[src/common/adc_dig_regs.vh]
/*
 Constants for the converter digital back-end register bank: byte
 addresses, field positions, reset values and the gain lookup table.
 Assumes inclusion by its bare name from the rtl and tb files.
*/
// Operation
// - Freeze code 111 holds the last offset estimate
// - Bit 2 clear runs corrector; set bypasses it
// - Gain code in 1 dB steps, 0-11 dB
// - Separate gain register per channel via page
// - Reset bit pulsed 0-1-0 resets both channels
// - Zone settings take effect only on reset pulse
// - Zone enable clear means zone code ignored
// - Zone codes 000, 001, 010 select zones 1-3
// - Zone code 011 selects the fourth zone
`ifndef ADC_DIG_REGS_VH
`define ADC_DIG_REGS_VH

// -----------------------------------------------------------------------
// Register indices and byte addresses (byte address = index * 4)
// -----------------------------------------------------------------------
`define IDX_CORE_RESET   12'h000
`define IDX_OFFSET_CTRL  12'h068
`define IDX_ZONE_SELECT  12'h0A2
`define IDX_GAIN         12'h0A6
`define IDX_PAGE_SELECT  12'h0C0
`define IDX_STATUS       12'h0C4
`define ADDR_CORE_RESET  12'h000
`define ADDR_OFFSET_CTRL 12'h1A0
`define ADDR_ZONE_SELECT 12'h288
`define ADDR_GAIN        12'h298
`define ADDR_PAGE_SELECT 12'h300
`define ADDR_STATUS      12'h310

// -----------------------------------------------------------------------
// Field positions
// -----------------------------------------------------------------------
`define BIT_CORE_RESET   0
`define BIT_FREEZE_HI    7
`define BIT_FREEZE_MID   5
`define BIT_BYPASS       2
`define BIT_FREEZE_LO    1
`define BIT_OFFS_SPARE   0
`define BIT_ZONE_EN      3
`define BIT_PAGE_CH_B    0

// -----------------------------------------------------------------------
// Reset values and codes
// -----------------------------------------------------------------------
`define RST_OFFSET_CTRL  8'h00
`define RST_ZONE_SELECT  8'h00
`define RST_GAIN         4'h0
`define FREEZE_CODE      3'h7
`define GAIN_CODE_MAX    4'hB
`define RESP_OKAY        2'h0
`define RESP_SLVERR      2'h2

// -----------------------------------------------------------------------
// Gain coefficients, unsigned Q4.12, 10^(dB/20)
// -----------------------------------------------------------------------
`define GAIN_FRAC_BITS   12
`define GAIN_DB0  16'h1000
`define GAIN_DB1  16'h11F4
`define GAIN_DB2  16'h1425
`define GAIN_DB3  16'h169A
`define GAIN_DB4  16'h195C
`define GAIN_DB5  16'h1C74
`define GAIN_DB6  16'h1FED
`define GAIN_DB7  16'h23D2
`define GAIN_DB8  16'h2831
`define GAIN_DB9  16'h2D18
`define GAIN_DB10 16'h3299
`define GAIN_DB11 16'h38C5

// Offset estimator averaging shift
`define EST_SHIFT 8

`endif

[src/rtl/sample_gain.v]
/*
 Per-channel digital gain stage ahead of the down-converter.
 Assumes samples and the gain code are synchronous to aclk.
*/
`timescale 1ns/1ps
`include "adc_dig_regs.vh"
module sample_gain (
   input  wire               aclk,
   input  wire               aresetn,
   input  wire               core_rst,
   input  wire [3:0]         gain_code,
   input  wire signed [13:0] din,
   input  wire               din_valid,
   output reg  signed [13:0] dout,
   output reg                dout_valid
);
   reg  [15:0]        coef;     // Linear coefficient for the code
   wire signed [30:0] prod;     // Full product
   wire signed [30:0] scaled;   // Product back to sample scale

   // --------------------------------------------------------------------
   // Code to coefficient; unused codes fall back to 0 dB
   // --------------------------------------------------------------------
   always @*
   begin
      case (gain_code)
         4'h0:    coef = `GAIN_DB0;
         4'h1:    coef = `GAIN_DB1;
         4'h2:    coef = `GAIN_DB2;
         4'h3:    coef = `GAIN_DB3;
         4'h4:    coef = `GAIN_DB4;
         4'h5:    coef = `GAIN_DB5;
         4'h6:    coef = `GAIN_DB6;
         4'h7:    coef = `GAIN_DB7;
         4'h8:    coef = `GAIN_DB8;
         4'h9:    coef = `GAIN_DB9;
         4'hA:    coef = `GAIN_DB10;
         4'hB:    coef = `GAIN_DB11;
         default: coef = `GAIN_DB0;
      endcase
   end

   assign prod   = din * $signed({1'b0, coef});
   assign scaled = prod >>> `GAIN_FRAC_BITS;

   // --------------------------------------------------------------------
   // Saturating output register
   // --------------------------------------------------------------------
   always @(posedge aclk)
   begin
      if (!aresetn || core_rst)
      begin
         dout       <= 14'h0000;
         dout_valid <= 1'b0;
      end
      else
      begin
         dout_valid <= din_valid;
         if (scaled > 31'sd8191)
            dout <= 14'h1FFF;
         else if (scaled < -31'sd8192)
            dout <= 14'h2000;
         else
            dout <= scaled[13:0];
      end
   end
endmodule

[src/rtl/offset_corrector.v]
/*
 Running-average offset corrector for one converter channel.
 Assumes control bits are stable register outputs on aclk.
*/
`timescale 1ns/1ps
`include "adc_dig_regs.vh"
module offset_corrector (
   input  wire               aclk,
   input  wire               aresetn,
   input  wire               core_rst,
   input  wire               freeze,
   input  wire               bypass,
   input  wire signed [13:0] din,
   input  wire               din_valid,
   output reg  signed [13:0] dout,
   output reg                dout_valid
);
   reg  signed [22:0] acc;       // Offset estimate scaled by 2^shift
   wire signed [22:0] est;       // Current offset estimate
   wire signed [14:0] diff;      // Sample minus estimate

   assign est  = acc >>> `EST_SHIFT;
   assign diff = {din[13], din} - est[14:0];

   // --------------------------------------------------------------------
   // Estimator and corrected output
   // --------------------------------------------------------------------
   always @(posedge aclk)
   begin
      if (!aresetn || core_rst)
      begin
         acc        <= 23'h00_0000;
         dout       <= 14'h0000;
         dout_valid <= 1'b0;
      end
      else
      begin
         dout_valid <= din_valid;
         // Frozen: estimate held, last value still applied
         if (din_valid && !freeze && !bypass)
            acc <= acc + {{8{diff[14]}}, diff};
         if (bypass)
            dout <= din;
         else if (diff > 15'sd8191)
            dout <= 14'h1FFF;
         else if (diff < -15'sd8192)
            dout <= 14'h2000;
         else
            dout <= diff[13:0];
      end
   end
endmodule

[src/rtl/adc_digital_control_regs.v]
/*
 Register bank and control for the converter digital back end:
 channel B offset corrector, per-channel gain, global core reset and
 zone selection for the analog correction loop.
 Assumes an AXI4-Lite master on aclk and samples synchronous to aclk.
*/
`timescale 1ns/1ps
`include "adc_dig_regs.vh"
module adc_digital_control_regs (
   input  wire        aclk,
   input  wire        aresetn,
   input  wire [11:0] s_axi_awaddr,
   input  wire        s_axi_awvalid,
   output wire        s_axi_awready,
   input  wire [31:0] s_axi_wdata,
   input  wire [3:0]  s_axi_wstrb,
   input  wire        s_axi_wvalid,
   output wire        s_axi_wready,
   output reg  [1:0]  s_axi_bresp,
   output reg         s_axi_bvalid,
   input  wire        s_axi_bready,
   input  wire [11:0] s_axi_araddr,
   input  wire        s_axi_arvalid,
   output wire        s_axi_arready,
   output reg  [31:0] s_axi_rdata,
   output reg  [1:0]  s_axi_rresp,
   output reg         s_axi_rvalid,
   input  wire        s_axi_rready,
   input  wire [13:0] samp_in_a,
   input  wire [13:0] samp_in_b,
   input  wire        samp_in_valid,
   output wire [13:0] samp_out_a,
   output wire [13:0] samp_out_b,
   output wire        samp_out_valid,
   output reg         core_reset_pulse,
   output reg         zone_spec_active,
   output reg  [3:0]  zone_onehot,
   output wire        corrector_frozen
);
   // --------------------------------------------------------------------
   // Storage
   // --------------------------------------------------------------------
   reg        aw_held;          // Write address captured
   reg [11:0] aw_addr;          // Captured write address
   reg        w_held;           // Write data captured
   reg [31:0] w_data;           // Captured write data
   reg [3:0]  w_strb;           // Captured byte enables
   reg        global_core_reset_pulse; // Software reset bit
   reg        reset_bit_dly;    // Reset bit one cycle earlier
   reg        freeze_hi;        // Offset control bit 7
   reg        freeze_mid;       // Offset control bit 5
   reg        freeze_lo;        // Offset control bit 1
   reg        corrector_bypass; // Offset control bit 2
   reg        offs_spare;       // Offset control bit 0
   reg        zone_spec_enable; // Programmed zone enable
   reg [2:0]  zone_code;        // Programmed zone code
   reg [2:0]  applied_zone;     // Zone code latched at reset pulse
   reg        page_ch_b;        // Gain page: 0 channel A, 1 channel B
   reg [3:0]  gain_a;           // Channel A gain code
   reg [3:0]  gain_b;           // Channel B gain code
   reg [13:0] samp_a_dly;       // Channel A aligned to corrector
   reg        samp_valid_dly;   // Valid aligned to corrector
   reg [31:0] next_rdata;       // Read mux result
   reg        next_rmapped;     // Read address decodes

   wire        wr_fire;         // Write performed this cycle
   wire        wr_lane0;        // Low byte lane enabled
   wire [7:0]  wbyte;           // Low data byte
   wire        wr_mapped;       // Write address decodes
   wire [11:0] aw_word;         // Word-aligned write address
   wire [11:0] ar_word;         // Word-aligned read address
   wire [13:0] corr_b;          // Channel B after offset correction
   wire        corr_valid;      // Corrector output valid
   wire [27:0] gain_in;         // Both channels into gain stages
   wire [7:0]  gain_codes;      // Both gain codes
   wire [27:0] gain_out;        // Both channels out of gain stages
   wire [1:0]  gain_valid;      // Gain stage valid per channel

   // --------------------------------------------------------------------
   // Write channel handshakes
   // --------------------------------------------------------------------
   assign s_axi_awready = !aw_held && !s_axi_bvalid;
   assign s_axi_wready  = !w_held && !s_axi_bvalid;
   assign wr_fire       = aw_held && w_held && !s_axi_bvalid;
   assign aw_word       = {aw_addr[11:2], 2'b00};
   assign wr_lane0      = w_strb[0];
   assign wbyte         = w_data[7:0];
   assign wr_mapped     = (aw_word == `ADDR_CORE_RESET)  ||
                          (aw_word == `ADDR_OFFSET_CTRL) ||
                          (aw_word == `ADDR_ZONE_SELECT) ||
                          (aw_word == `ADDR_GAIN)        ||
                          (aw_word == `ADDR_PAGE_SELECT) ||
                          (aw_word == `ADDR_STATUS);

   // Address and data captured independently, in either order
   always @(posedge aclk)
   begin
      if (!aresetn)
      begin
         aw_held      <= 1'b0;
         aw_addr      <= 12'h000;
         w_held       <= 1'b0;
         w_data       <= 32'h0000_0000;
         w_strb       <= 4'h0;
         s_axi_bvalid <= 1'b0;
         s_axi_bresp  <= `RESP_OKAY;
      end
      else
      begin
         if (s_axi_awvalid && s_axi_awready)
         begin
            aw_held <= 1'b1;
            aw_addr <= s_axi_awaddr;
         end
         if (s_axi_wvalid && s_axi_wready)
         begin
            w_held <= 1'b1;
            w_data <= s_axi_wdata;
            w_strb <= s_axi_wstrb;
         end
         // Response after both halves are in
         if (wr_fire)
         begin
            aw_held      <= 1'b0;
            w_held       <= 1'b0;
            s_axi_bvalid <= 1'b1;
            s_axi_bresp  <= wr_mapped ? `RESP_OKAY : `RESP_SLVERR;
         end
         else if (s_axi_bvalid && s_axi_bready)
            s_axi_bvalid <= 1'b0;
      end
   end

   // --------------------------------------------------------------------
   // Register writes; reserved bits are dropped
   // --------------------------------------------------------------------
   always @(posedge aclk)
   begin
      if (!aresetn)
      begin
         global_core_reset_pulse <= 1'b0;
         freeze_hi        <= 1'b0;
         freeze_mid       <= 1'b0;
         freeze_lo        <= 1'b0;
         corrector_bypass <= 1'b0;
         offs_spare       <= 1'b0;
         zone_spec_enable <= 1'b0;
         zone_code        <= 3'h0;
         page_ch_b        <= 1'b0;
         gain_a           <= `RST_GAIN;
         gain_b           <= `RST_GAIN;
      end
      else if (wr_fire && wr_lane0)
      begin
         case (aw_word)
            `ADDR_CORE_RESET:
               global_core_reset_pulse <= wbyte[`BIT_CORE_RESET];
            `ADDR_OFFSET_CTRL:
            begin
               // Bits 7, 5, 1 form the freeze field
               freeze_hi        <= wbyte[`BIT_FREEZE_HI];
               freeze_mid       <= wbyte[`BIT_FREEZE_MID];
               freeze_lo        <= wbyte[`BIT_FREEZE_LO];
               corrector_bypass <= wbyte[`BIT_BYPASS];
               offs_spare       <= wbyte[`BIT_OFFS_SPARE];
            end
            `ADDR_ZONE_SELECT:
            begin
               // Stored only; applied at the next reset pulse
               zone_spec_enable <= wbyte[`BIT_ZONE_EN];
               zone_code        <= wbyte[2:0];
            end
            `ADDR_GAIN:
            begin
               // Page selects which channel's gain is written
               if (page_ch_b)
                  gain_b <= wbyte[3:0];
               else
                  gain_a <= wbyte[3:0];
            end
            `ADDR_PAGE_SELECT:
               page_ch_b <= wbyte[`BIT_PAGE_CH_B];
            default:
               page_ch_b <= page_ch_b;
         endcase
      end
   end

   // --------------------------------------------------------------------
   // Global core reset: falling edge of the bit ends a 0-1-0 pulse
   // --------------------------------------------------------------------
   always @(posedge aclk)
   begin
      if (!aresetn)
      begin
         reset_bit_dly    <= 1'b0;
         core_reset_pulse <= 1'b0;
      end
      else
      begin
         reset_bit_dly    <= global_core_reset_pulse;
         core_reset_pulse <= reset_bit_dly &&
                             !global_core_reset_pulse;
      end
   end

   // --------------------------------------------------------------------
   // Zone settings latched by the reset pulse and decoded
   // --------------------------------------------------------------------
   always @(posedge aclk)
   begin
      if (!aresetn)
      begin
         zone_spec_active <= 1'b0;
         applied_zone     <= 3'h0;
         zone_onehot      <= 4'h0;
      end
      else if (core_reset_pulse)
      begin
         zone_spec_active <= zone_spec_enable;
         applied_zone     <= zone_code;
         // Enable clear: no zone is driven to the loop
         if (!zone_spec_enable)
            zone_onehot <= 4'h0;
         else
         begin
            case (zone_code)
               3'h0:    zone_onehot <= 4'h1;
               3'h1:    zone_onehot <= 4'h2;
               3'h2:    zone_onehot <= 4'h4;
               3'h3:    zone_onehot <= 4'h8;
               default: zone_onehot <= 4'h0;
            endcase
         end
      end
   end

   // --------------------------------------------------------------------
   // Read channel: one-cycle answer
   // --------------------------------------------------------------------
   assign s_axi_arready = !s_axi_rvalid;
   assign ar_word       = {s_axi_araddr[11:2], 2'b00};

   // Read mux; reserved bits read zero
   always @*
   begin
      next_rdata   = 32'h0000_0000;
      next_rmapped = 1'b1;
      case (ar_word)
         `ADDR_CORE_RESET:
            next_rdata[`BIT_CORE_RESET] = global_core_reset_pulse;
         `ADDR_OFFSET_CTRL:
         begin
            next_rdata[`BIT_FREEZE_HI]  = freeze_hi;
            next_rdata[`BIT_FREEZE_MID] = freeze_mid;
            next_rdata[`BIT_BYPASS]     = corrector_bypass;
            next_rdata[`BIT_FREEZE_LO]  = freeze_lo;
            next_rdata[`BIT_OFFS_SPARE] = offs_spare;
         end
         `ADDR_ZONE_SELECT:
         begin
            next_rdata[`BIT_ZONE_EN] = zone_spec_enable;
            next_rdata[2:0]          = zone_code;
         end
         `ADDR_GAIN:
            next_rdata[3:0] = page_ch_b ? gain_b : gain_a;
         `ADDR_PAGE_SELECT:
            next_rdata[`BIT_PAGE_CH_B] = page_ch_b;
         `ADDR_STATUS:
            next_rdata[4:0] = {corrector_frozen, zone_spec_active,
                               applied_zone};
         default:
            next_rmapped = 1'b0;
      endcase
   end

   // Read data register
   always @(posedge aclk)
   begin
      if (!aresetn)
      begin
         s_axi_rvalid <= 1'b0;
         s_axi_rdata  <= 32'h0000_0000;
         s_axi_rresp  <= `RESP_OKAY;
      end
      else if (s_axi_arvalid && s_axi_arready)
      begin
         s_axi_rvalid <= 1'b1;
         s_axi_rdata  <= next_rdata;
         s_axi_rresp  <= next_rmapped ? `RESP_OKAY : `RESP_SLVERR;
      end
      else if (s_axi_rvalid && s_axi_rready)
         s_axi_rvalid <= 1'b0;
   end

   // --------------------------------------------------------------------
   // Channel B offset corrector; freeze only on code 111
   // --------------------------------------------------------------------
   assign corrector_frozen = ({freeze_hi, freeze_mid, freeze_lo} ==
                              `FREEZE_CODE);

   offset_corrector u_offset_b (
      .aclk       (aclk),
      .aresetn    (aresetn),
      .core_rst   (core_reset_pulse),
      .freeze     (corrector_frozen),
      .bypass     (corrector_bypass),
      .din        (samp_in_b),
      .din_valid  (samp_in_valid),
      .dout       (corr_b),
      .dout_valid (corr_valid)
   );

   // Channel A delayed to match the corrector latency
   always @(posedge aclk)
   begin
      if (!aresetn || core_reset_pulse)
      begin
         samp_a_dly     <= 14'h0000;
         samp_valid_dly <= 1'b0;
      end
      else
      begin
         samp_a_dly     <= samp_in_a;
         samp_valid_dly <= samp_in_valid;
      end
   end

   // --------------------------------------------------------------------
   // Gain stages, one per channel
   // --------------------------------------------------------------------
   assign gain_in    = {corr_b, samp_a_dly};
   assign gain_codes = {gain_b, gain_a};

   genvar ch;
   generate
      for (ch = 0; ch < 2; ch = ch + 1)
      begin : g_gain
         sample_gain u_gain (
            .aclk       (aclk),
            .aresetn    (aresetn),
            .core_rst   (core_reset_pulse),
            .gain_code  (gain_codes[ch*4 +: 4]),
            .din        (gain_in[ch*14 +: 14]),
            .din_valid  (ch == 0 ? samp_valid_dly : corr_valid),
            .dout       (gain_out[ch*14 +: 14]),
            .dout_valid (gain_valid[ch])
         );
      end
   endgenerate

   assign samp_out_a     = gain_out[13:0];
   assign samp_out_b     = gain_out[27:14];
   assign samp_out_valid = gain_valid[0] && gain_valid[1];
endmodule

[config.mk]
export PLATFORM = sky130hd
export DESIGN_NAME = adc_digital_control_regs
export DESIGN_NICKNAME = d
export VERILOG_FILES = /design/src/rtl/sample_gain.v /design/src/rtl/offset_corrector.v /design/src/rtl/adc_digital_control_regs.v
export VERILOG_INCLUDE_DIRS = /design/src /design/src/common
export SDC_FILE = /design/constraint.sdc
export NUM_CORES = 1
export LEC_CHECK = 0
export ABC_CLOCK_PERIOD_IN_PS = 22600
export BUFFER_PORTS_ARGS = -buffer_cell sky130_fd_sc_hd__buf_2
export CAP_MARGIN = 20
export CORE_MARGIN = 3
export CORE_UTILIZATION = 30
export DETAILED_ROUTE_END_ITERATION = 8
export GPL_TIMING_DRIVEN = 0
export PLACE_DENSITY = 0.54
export SYNTH_ARGS = -nofsm -noshare
export SYNTH_HDL_FRONTEND = slang
export SYNTH_HIERARCHICAL = 1
export SYNTH_SLANG_ARGS = --single-unit
[constraint.sdc]
create_clock -name aclk -period 22.6 [get_ports aclk]
set_clock_uncertainty 0.2 [all_clocks]
set_input_delay 5.65 -clock aclk [delete_from_list [all_inputs] [get_ports aclk]]
set_output_delay 5.65 -clock aclk [all_outputs]
set_load 0.01 [all_outputs]
* After elaboration in Yosys (flattened, before gate mapping)
Memory sizes are Yosys's and may differ from the RTL's. A register that Yosys moved wholly into a read port is not among the register bits.
Cells that the tools add are included.
** Operators by class
- Add/subtract/negate cells :: 2
- Multiply operators :: 2
- Magnitude comparators :: 6
- Equality and inequality tests :: 14
- Multiplexer cells :: 27
- Bitwise logic cells :: 2
- Reduce and logical (&&, ||, !) cells :: 42
** Operator list (number)
- $eq 10x8->1 const B :: 8
- $mux 14 :: 5
- $mul 14x17->31 :: 2
- $gt 19x14->1 const B :: 2
- $lt 19x14->1 const B :: 2
- $mux 13 :: 2
- $logic_not 12->1 :: 2
- $mux 4 :: 6
- $add 23x23->23 :: 1
- $eq 10x7->1 const B :: 2
- $pmux 4 s4 :: 1
- $gt 15x14->1 const B :: 1
- $lt 15x14->1 const B :: 1
- $sub 15x15->15 :: 1
- $logic_and 1x1->1 :: 13
- $logic_not 1->1 :: 8
- $mux 1 :: 8
- $pmux 2 s4 :: 1
- $reduce_and 2->1 :: 4
- $eq 3x2->1 const B :: 2
- $logic_or 1x1->1 :: 6
- $pmux 1 s6 :: 1
- $reduce_and 3->1 :: 2
- $reduce_or 2->1 :: 3
- other kinds (8) :: 11
** Word-level totals
- Register bits :: 146
- Memory bits (read-only) :: 448
- Input bits :: 96
- Memories :: 2
** Memory list
- (name not given) :: depth 16, bits a word 14, read ports 1, clocked after Yosys merged registers in 1, write ports 0, RTL line sample_gain.v:26 : case (gain_code)
- (name not given) :: depth 16, bits a word 14, read ports 1, clocked after Yosys merged registers in 1, write ports 0, RTL line sample_gain.v:26

* Longest topological paths before layout
- Depth after elaboration :: 7
- Depth in mapped cells :: 30
- Depth with buffers taken out :: 27

* Hierarchy
The synthesis kept the hierarchy.
** By module, submodules not included
- sample_gain at g_gain[0].u_gain :: times used 1, cells an instance 924, area an instance 8007.7 um^2
- sample_gain at g_gain[1].u_gain :: times used 1, cells an instance 905, area an instance 7853.8 um^2
- offset_corrector :: times used 1, cells an instance 422, area an instance 3480.8 um^2
- adc_digital_control_regs :: times used 1, cells an instance 379, area an instance 3218.1 um^2

* Least setup slack after synthesis
Ideal clock, no wire load.
- Path kind :: input-to-reg
- From :: in samp_in_b[0]
- To :: reg u_offset_b.acc[22]
- Setup time :: 0.058 ns
- Arrival :: 9.242 ns
- Required time :: 22.342 ns
- Slack :: 13.100 ns
- Stages on the path :: 21
- Cell sequence :: inv_1 ha_1 inv_1 fa_1 a21o_1 nand4_1 nand4b_4 a211o_1 a21boi_1 nor2b_2 buf_6 inv_1 ha_1 nand3_1 a21oi_1 a221o_1 a21oi_1 o21ai_0 and4b_2 a211oi_2 a31o_2
** Between the ends
- Word-level cells in the longest chain between the ends :: 2
** Ends and longest elaborated chain
- start, declared :: RTL line adc_digital_control_regs.v:30 : input wire [13:0] samp_in_b,
- $sub 15x15->15 :: RTL line offset_corrector.v:23 : assign diff = {din[13], din} - est[14:0];
- $add 23x23->23 :: RTL line offset_corrector.v:41 : acc <= acc + {{8{diff[14]}}, diff};
- end signal, assigned :: RTL line offset_corrector.v:41
- end, declared :: RTL line offset_corrector.v:18 : reg signed [22:0] acc;
Every way passes these cells.
A chain may end at the register's enable or synchronous reset.

* Worst setup path after layout
Ends and elaborated chain as after synthesis.

==> run metrics <==
H-tree depth=4; TNS Setup=0 ns; area added between synthesis and finish=11.1%; Top cell by count, worst path=inv_1; unrepaired setup endpoints after global routing=no; pwr dens=69.1 nW/um2; die area=78500 um2; CTS tree=built; XOR/XNOR Fraction of Synth Area=2.33%; post-synthesis compound-gate area fraction=14.3%; grt total ovfl=0; # clock sinks=142; first-pass GRT wire length=98.3 mm; Post-synth ARST share=0%; Final Max Slew Viols=0; Seq. cell area=2840 um2; Ys Warns=6; CP Max Fanout=10; Worst Slack Setup Final=12.73 ns; final period utilization=43.7%; PostCTS Resize Cnt=0; fillers=7733; critical path class=input port to register; via/cell ratio=4.76; f_max=101 MHz; vias in the first global route=17.9k; instance count of the mapped netlist=2630; main combinational cell family by area after synthesis=adder cells; Post-synth EDFFs=0; Root Driver=clkbuf_16; drt drc=0; crit path cell chain=buf_2, inv_1, ha_1, inv_1, fa_1, a21o_1, nand4_1, nand4b_4, a41oi_1, nand3b_1, nor2b_2, buf_6, inv_1, ha_1, nand3_1, a21oi_1, a221o_1, a21oi_1, o21ai_0, and4b_2, a211oi_2, a31o_2; Adder-Cell Fraction of Synth Area=40.5%; leading area contributor after synthesis=fa_1; minimum clock period=9.87 ns; CP max stage delay=0.41 ns; GP Congestion=0.866; status=complete, no violations; Via Count=17.9k; Vert. Die Dim=280 um; core area=73700 um2; WL per Instance=16.3 um; Hold Vio Cnt, Final=0; Longest Clk Path Bufs=2; dpl ws=12.31 ns; Post-Syn Area=22600 um2; boundary pin count=173; Min-Delay Path Class=register to register; Lkg Pwr=0.0122 uW; Worst-Skew Late Latency=0.47 ns; Final Hold Slack=0.210 ns; multi-input logic area=17400 um2; DIE WIDTH=280 um; Seq/Total Area, Yosys=12.6%; VDD IR max=0.0000568 V; delay-heaviest family, CP=compound AO/OA/AOI/OAI gates; Worst setup SP type=input port; Crit path required time=22.81 ns; Buf/Inv on CP=5; initial cell density of the core=30.6%; initial antenna violation count=5; DR iter-0 viols=1005; Max Cap Viol=0; post-synth top area share=25.2%; layout cells sized above 1=10.1%; simple logic cell fraction of the synthesized area=18.7%; final WL=61.3 mm; Worst EP arrival=10.08 ns; HPWL after DPL=51.3 mm; gr usage total=15.9%; TritonCTS Buffers=17; top post-synthesis cells by area=fa_1 25%, ha_1 15%, dfxtp_1 13%; Synth Register Bits=142; mux cell area share after synthesis=1.03%; worst-margin pin slew=1.18 ns; Nets=3444; clk slew on worst S/H paths=0.07 ns; Primary FF master, synth=dfxtp_1; # rows=99; Initial DRT Pass Iterations=6; Post-CTS Setup Bufs=0; Worst path slowest cell=fa_1; IO buf count=112; # setup viols final=0; # hold bufs at CTS=0; unique cell type count in the Yosys netlist=96; synthesized area per cell=8.58 um2; Slew Limit Headroom=20.6%; Setup crit end kind=register; Detail Route Antenna Nets=0; pin count of the biggest net entering global routing=17
flip-flops by register name, summed over array words and instances (netlist names), 2 cells and up:
| register | cells |
|---|---|
| samp_a_dly | 14 |
| zone_code | 3 |
| gain_b | 4 |
| u_offset_b/acc | 23 |
| u_offset_b/dout | 14 |
| applied_zone | 3 |
| g_gain.u_gain/dout_valid | 2 |
| s_axi_rdata | 7 |
| aw_addr | 10 |
| gain_a | 4 |
| g_gain.u_gain/dout | 28 |
| zone_onehot | 4 |
| w_data | 6 |
cell usage after synthesis (all sizes together), types with 6 or more instances:
cell and instances:
o21a 14, or4 8, nand4 22, o31ai 12
and2 217, or2 12, and3 7, nor2b 33
a31oi 15, nor3 26, o211ai 10, a221oi 19
fa 284, inv 444, nand2b 21, o22ai 9
nor2 96, nor4 10, ha 275, o21bai 7
buf 54, a21oi 149, nand2 266, mux2i 21
nand3 43, a21o 50, o21ai 109, xor2 20
a211oi 13, a221o 6, xnor2 37, nand3b 8
dfxtp 142, or3 9, clkbuf 85
per-stage QoR:
stage	power [uW]	instance area, um2	instances	util, %
global placement	1420	24400	3727	33.1
CTS	1750	25000	3760	34.0
global route	1900	25100	3761	34.0
detailed placement	1420	24400	3728	33.1
finish	1730	25100	3762	34.0
floorplan	1160	22700	2656	-
logic make-up after synthesis:
logic type / count (synthesis)
multiplexers: 23
AO/OA/AOI/OAI: 460
buffers and inverters: 584
adder cells (fa/ha/maj): 559
flip-flops: 142
other: 1
AND/OR/NAND/NOR: 804
XOR/XNOR: 57
metal layers:
| layer | routed length (um) | up-vias | track usage, % |
|---|---|---|---|
| met5 | 23 | - | 0 |
| met4 | 900 | 4 | 3.71 |
| met3 | 3050 | 52 | 2.64 |
| met2 | 27400 | 373 | 25.1 |
| met1 | 29900 | 8676 | 22.7 |
| li1 | - | 8805 | - |
layout make-up:
class,count,area share (%)
clock buffer,19,1.77
inverter,445,6.67
buffer,139,2.88
sequential,142,11.3
timing repair buffer,114,2.31
antenna,1,0.00999
clock inverter,13,0.709
multi-input combinational,1930,69.5
tap,959,4.79
layout by cell type (no fill, tap or decap), drive strengths merged, types with 9 or more instances in the layout:
cell type	instances
o21ai	109
mux2i	21
and2	217
nand2b	21
a31oi	15
clkbuf	105
a21o	50
nand3	43
nand2	266
nor4	10
o211ai	10
nand4	22
nor3	26
o21a	14
or2	12
buf	167
conb	27
a211oi	13
ha	275
dfxtp	142
o31ai	12
xor2	20
o22ai	9
fa	284
xnor2	37
a221oi	19
nor2b	33
nor2	96
a21oi	149
inv	450
or3	9
tightest hold or removal path, cell delays in order (launching register included):
cell and delay (ns):
dfxtp_1 0.30, inv_1 0.04, nor2_1 0.03
worst paths after layout:
kind / startpoint / to / slack [ns] / cells past startpoint
worst max-delay path: samp_in_b[0] / u_offset_b/acc[22] / 12.73 / 22
worst min-delay path: u_offset_b/dout_valid / g_gain[1].u_gain/dout_valid / 0.21 / 2
worst max register to register: gain_a[1] / g_gain[0].u_gain/dout[7] / 13.34 / 26
worst min register to register: u_offset_b/dout_valid / g_gain[1].u_gain/dout_valid / 0.21 / 2
power by group:
part           switching, uW  total (uW)  leakage [uW]  internal, uW
Sequential              47.2         349       0.00117           302
Combinational            635        1070        0.0107           434
Clock                    133         312      0.000298           179
Total                    816        1730        0.0122           915
(Power assumes the default switching activity.)
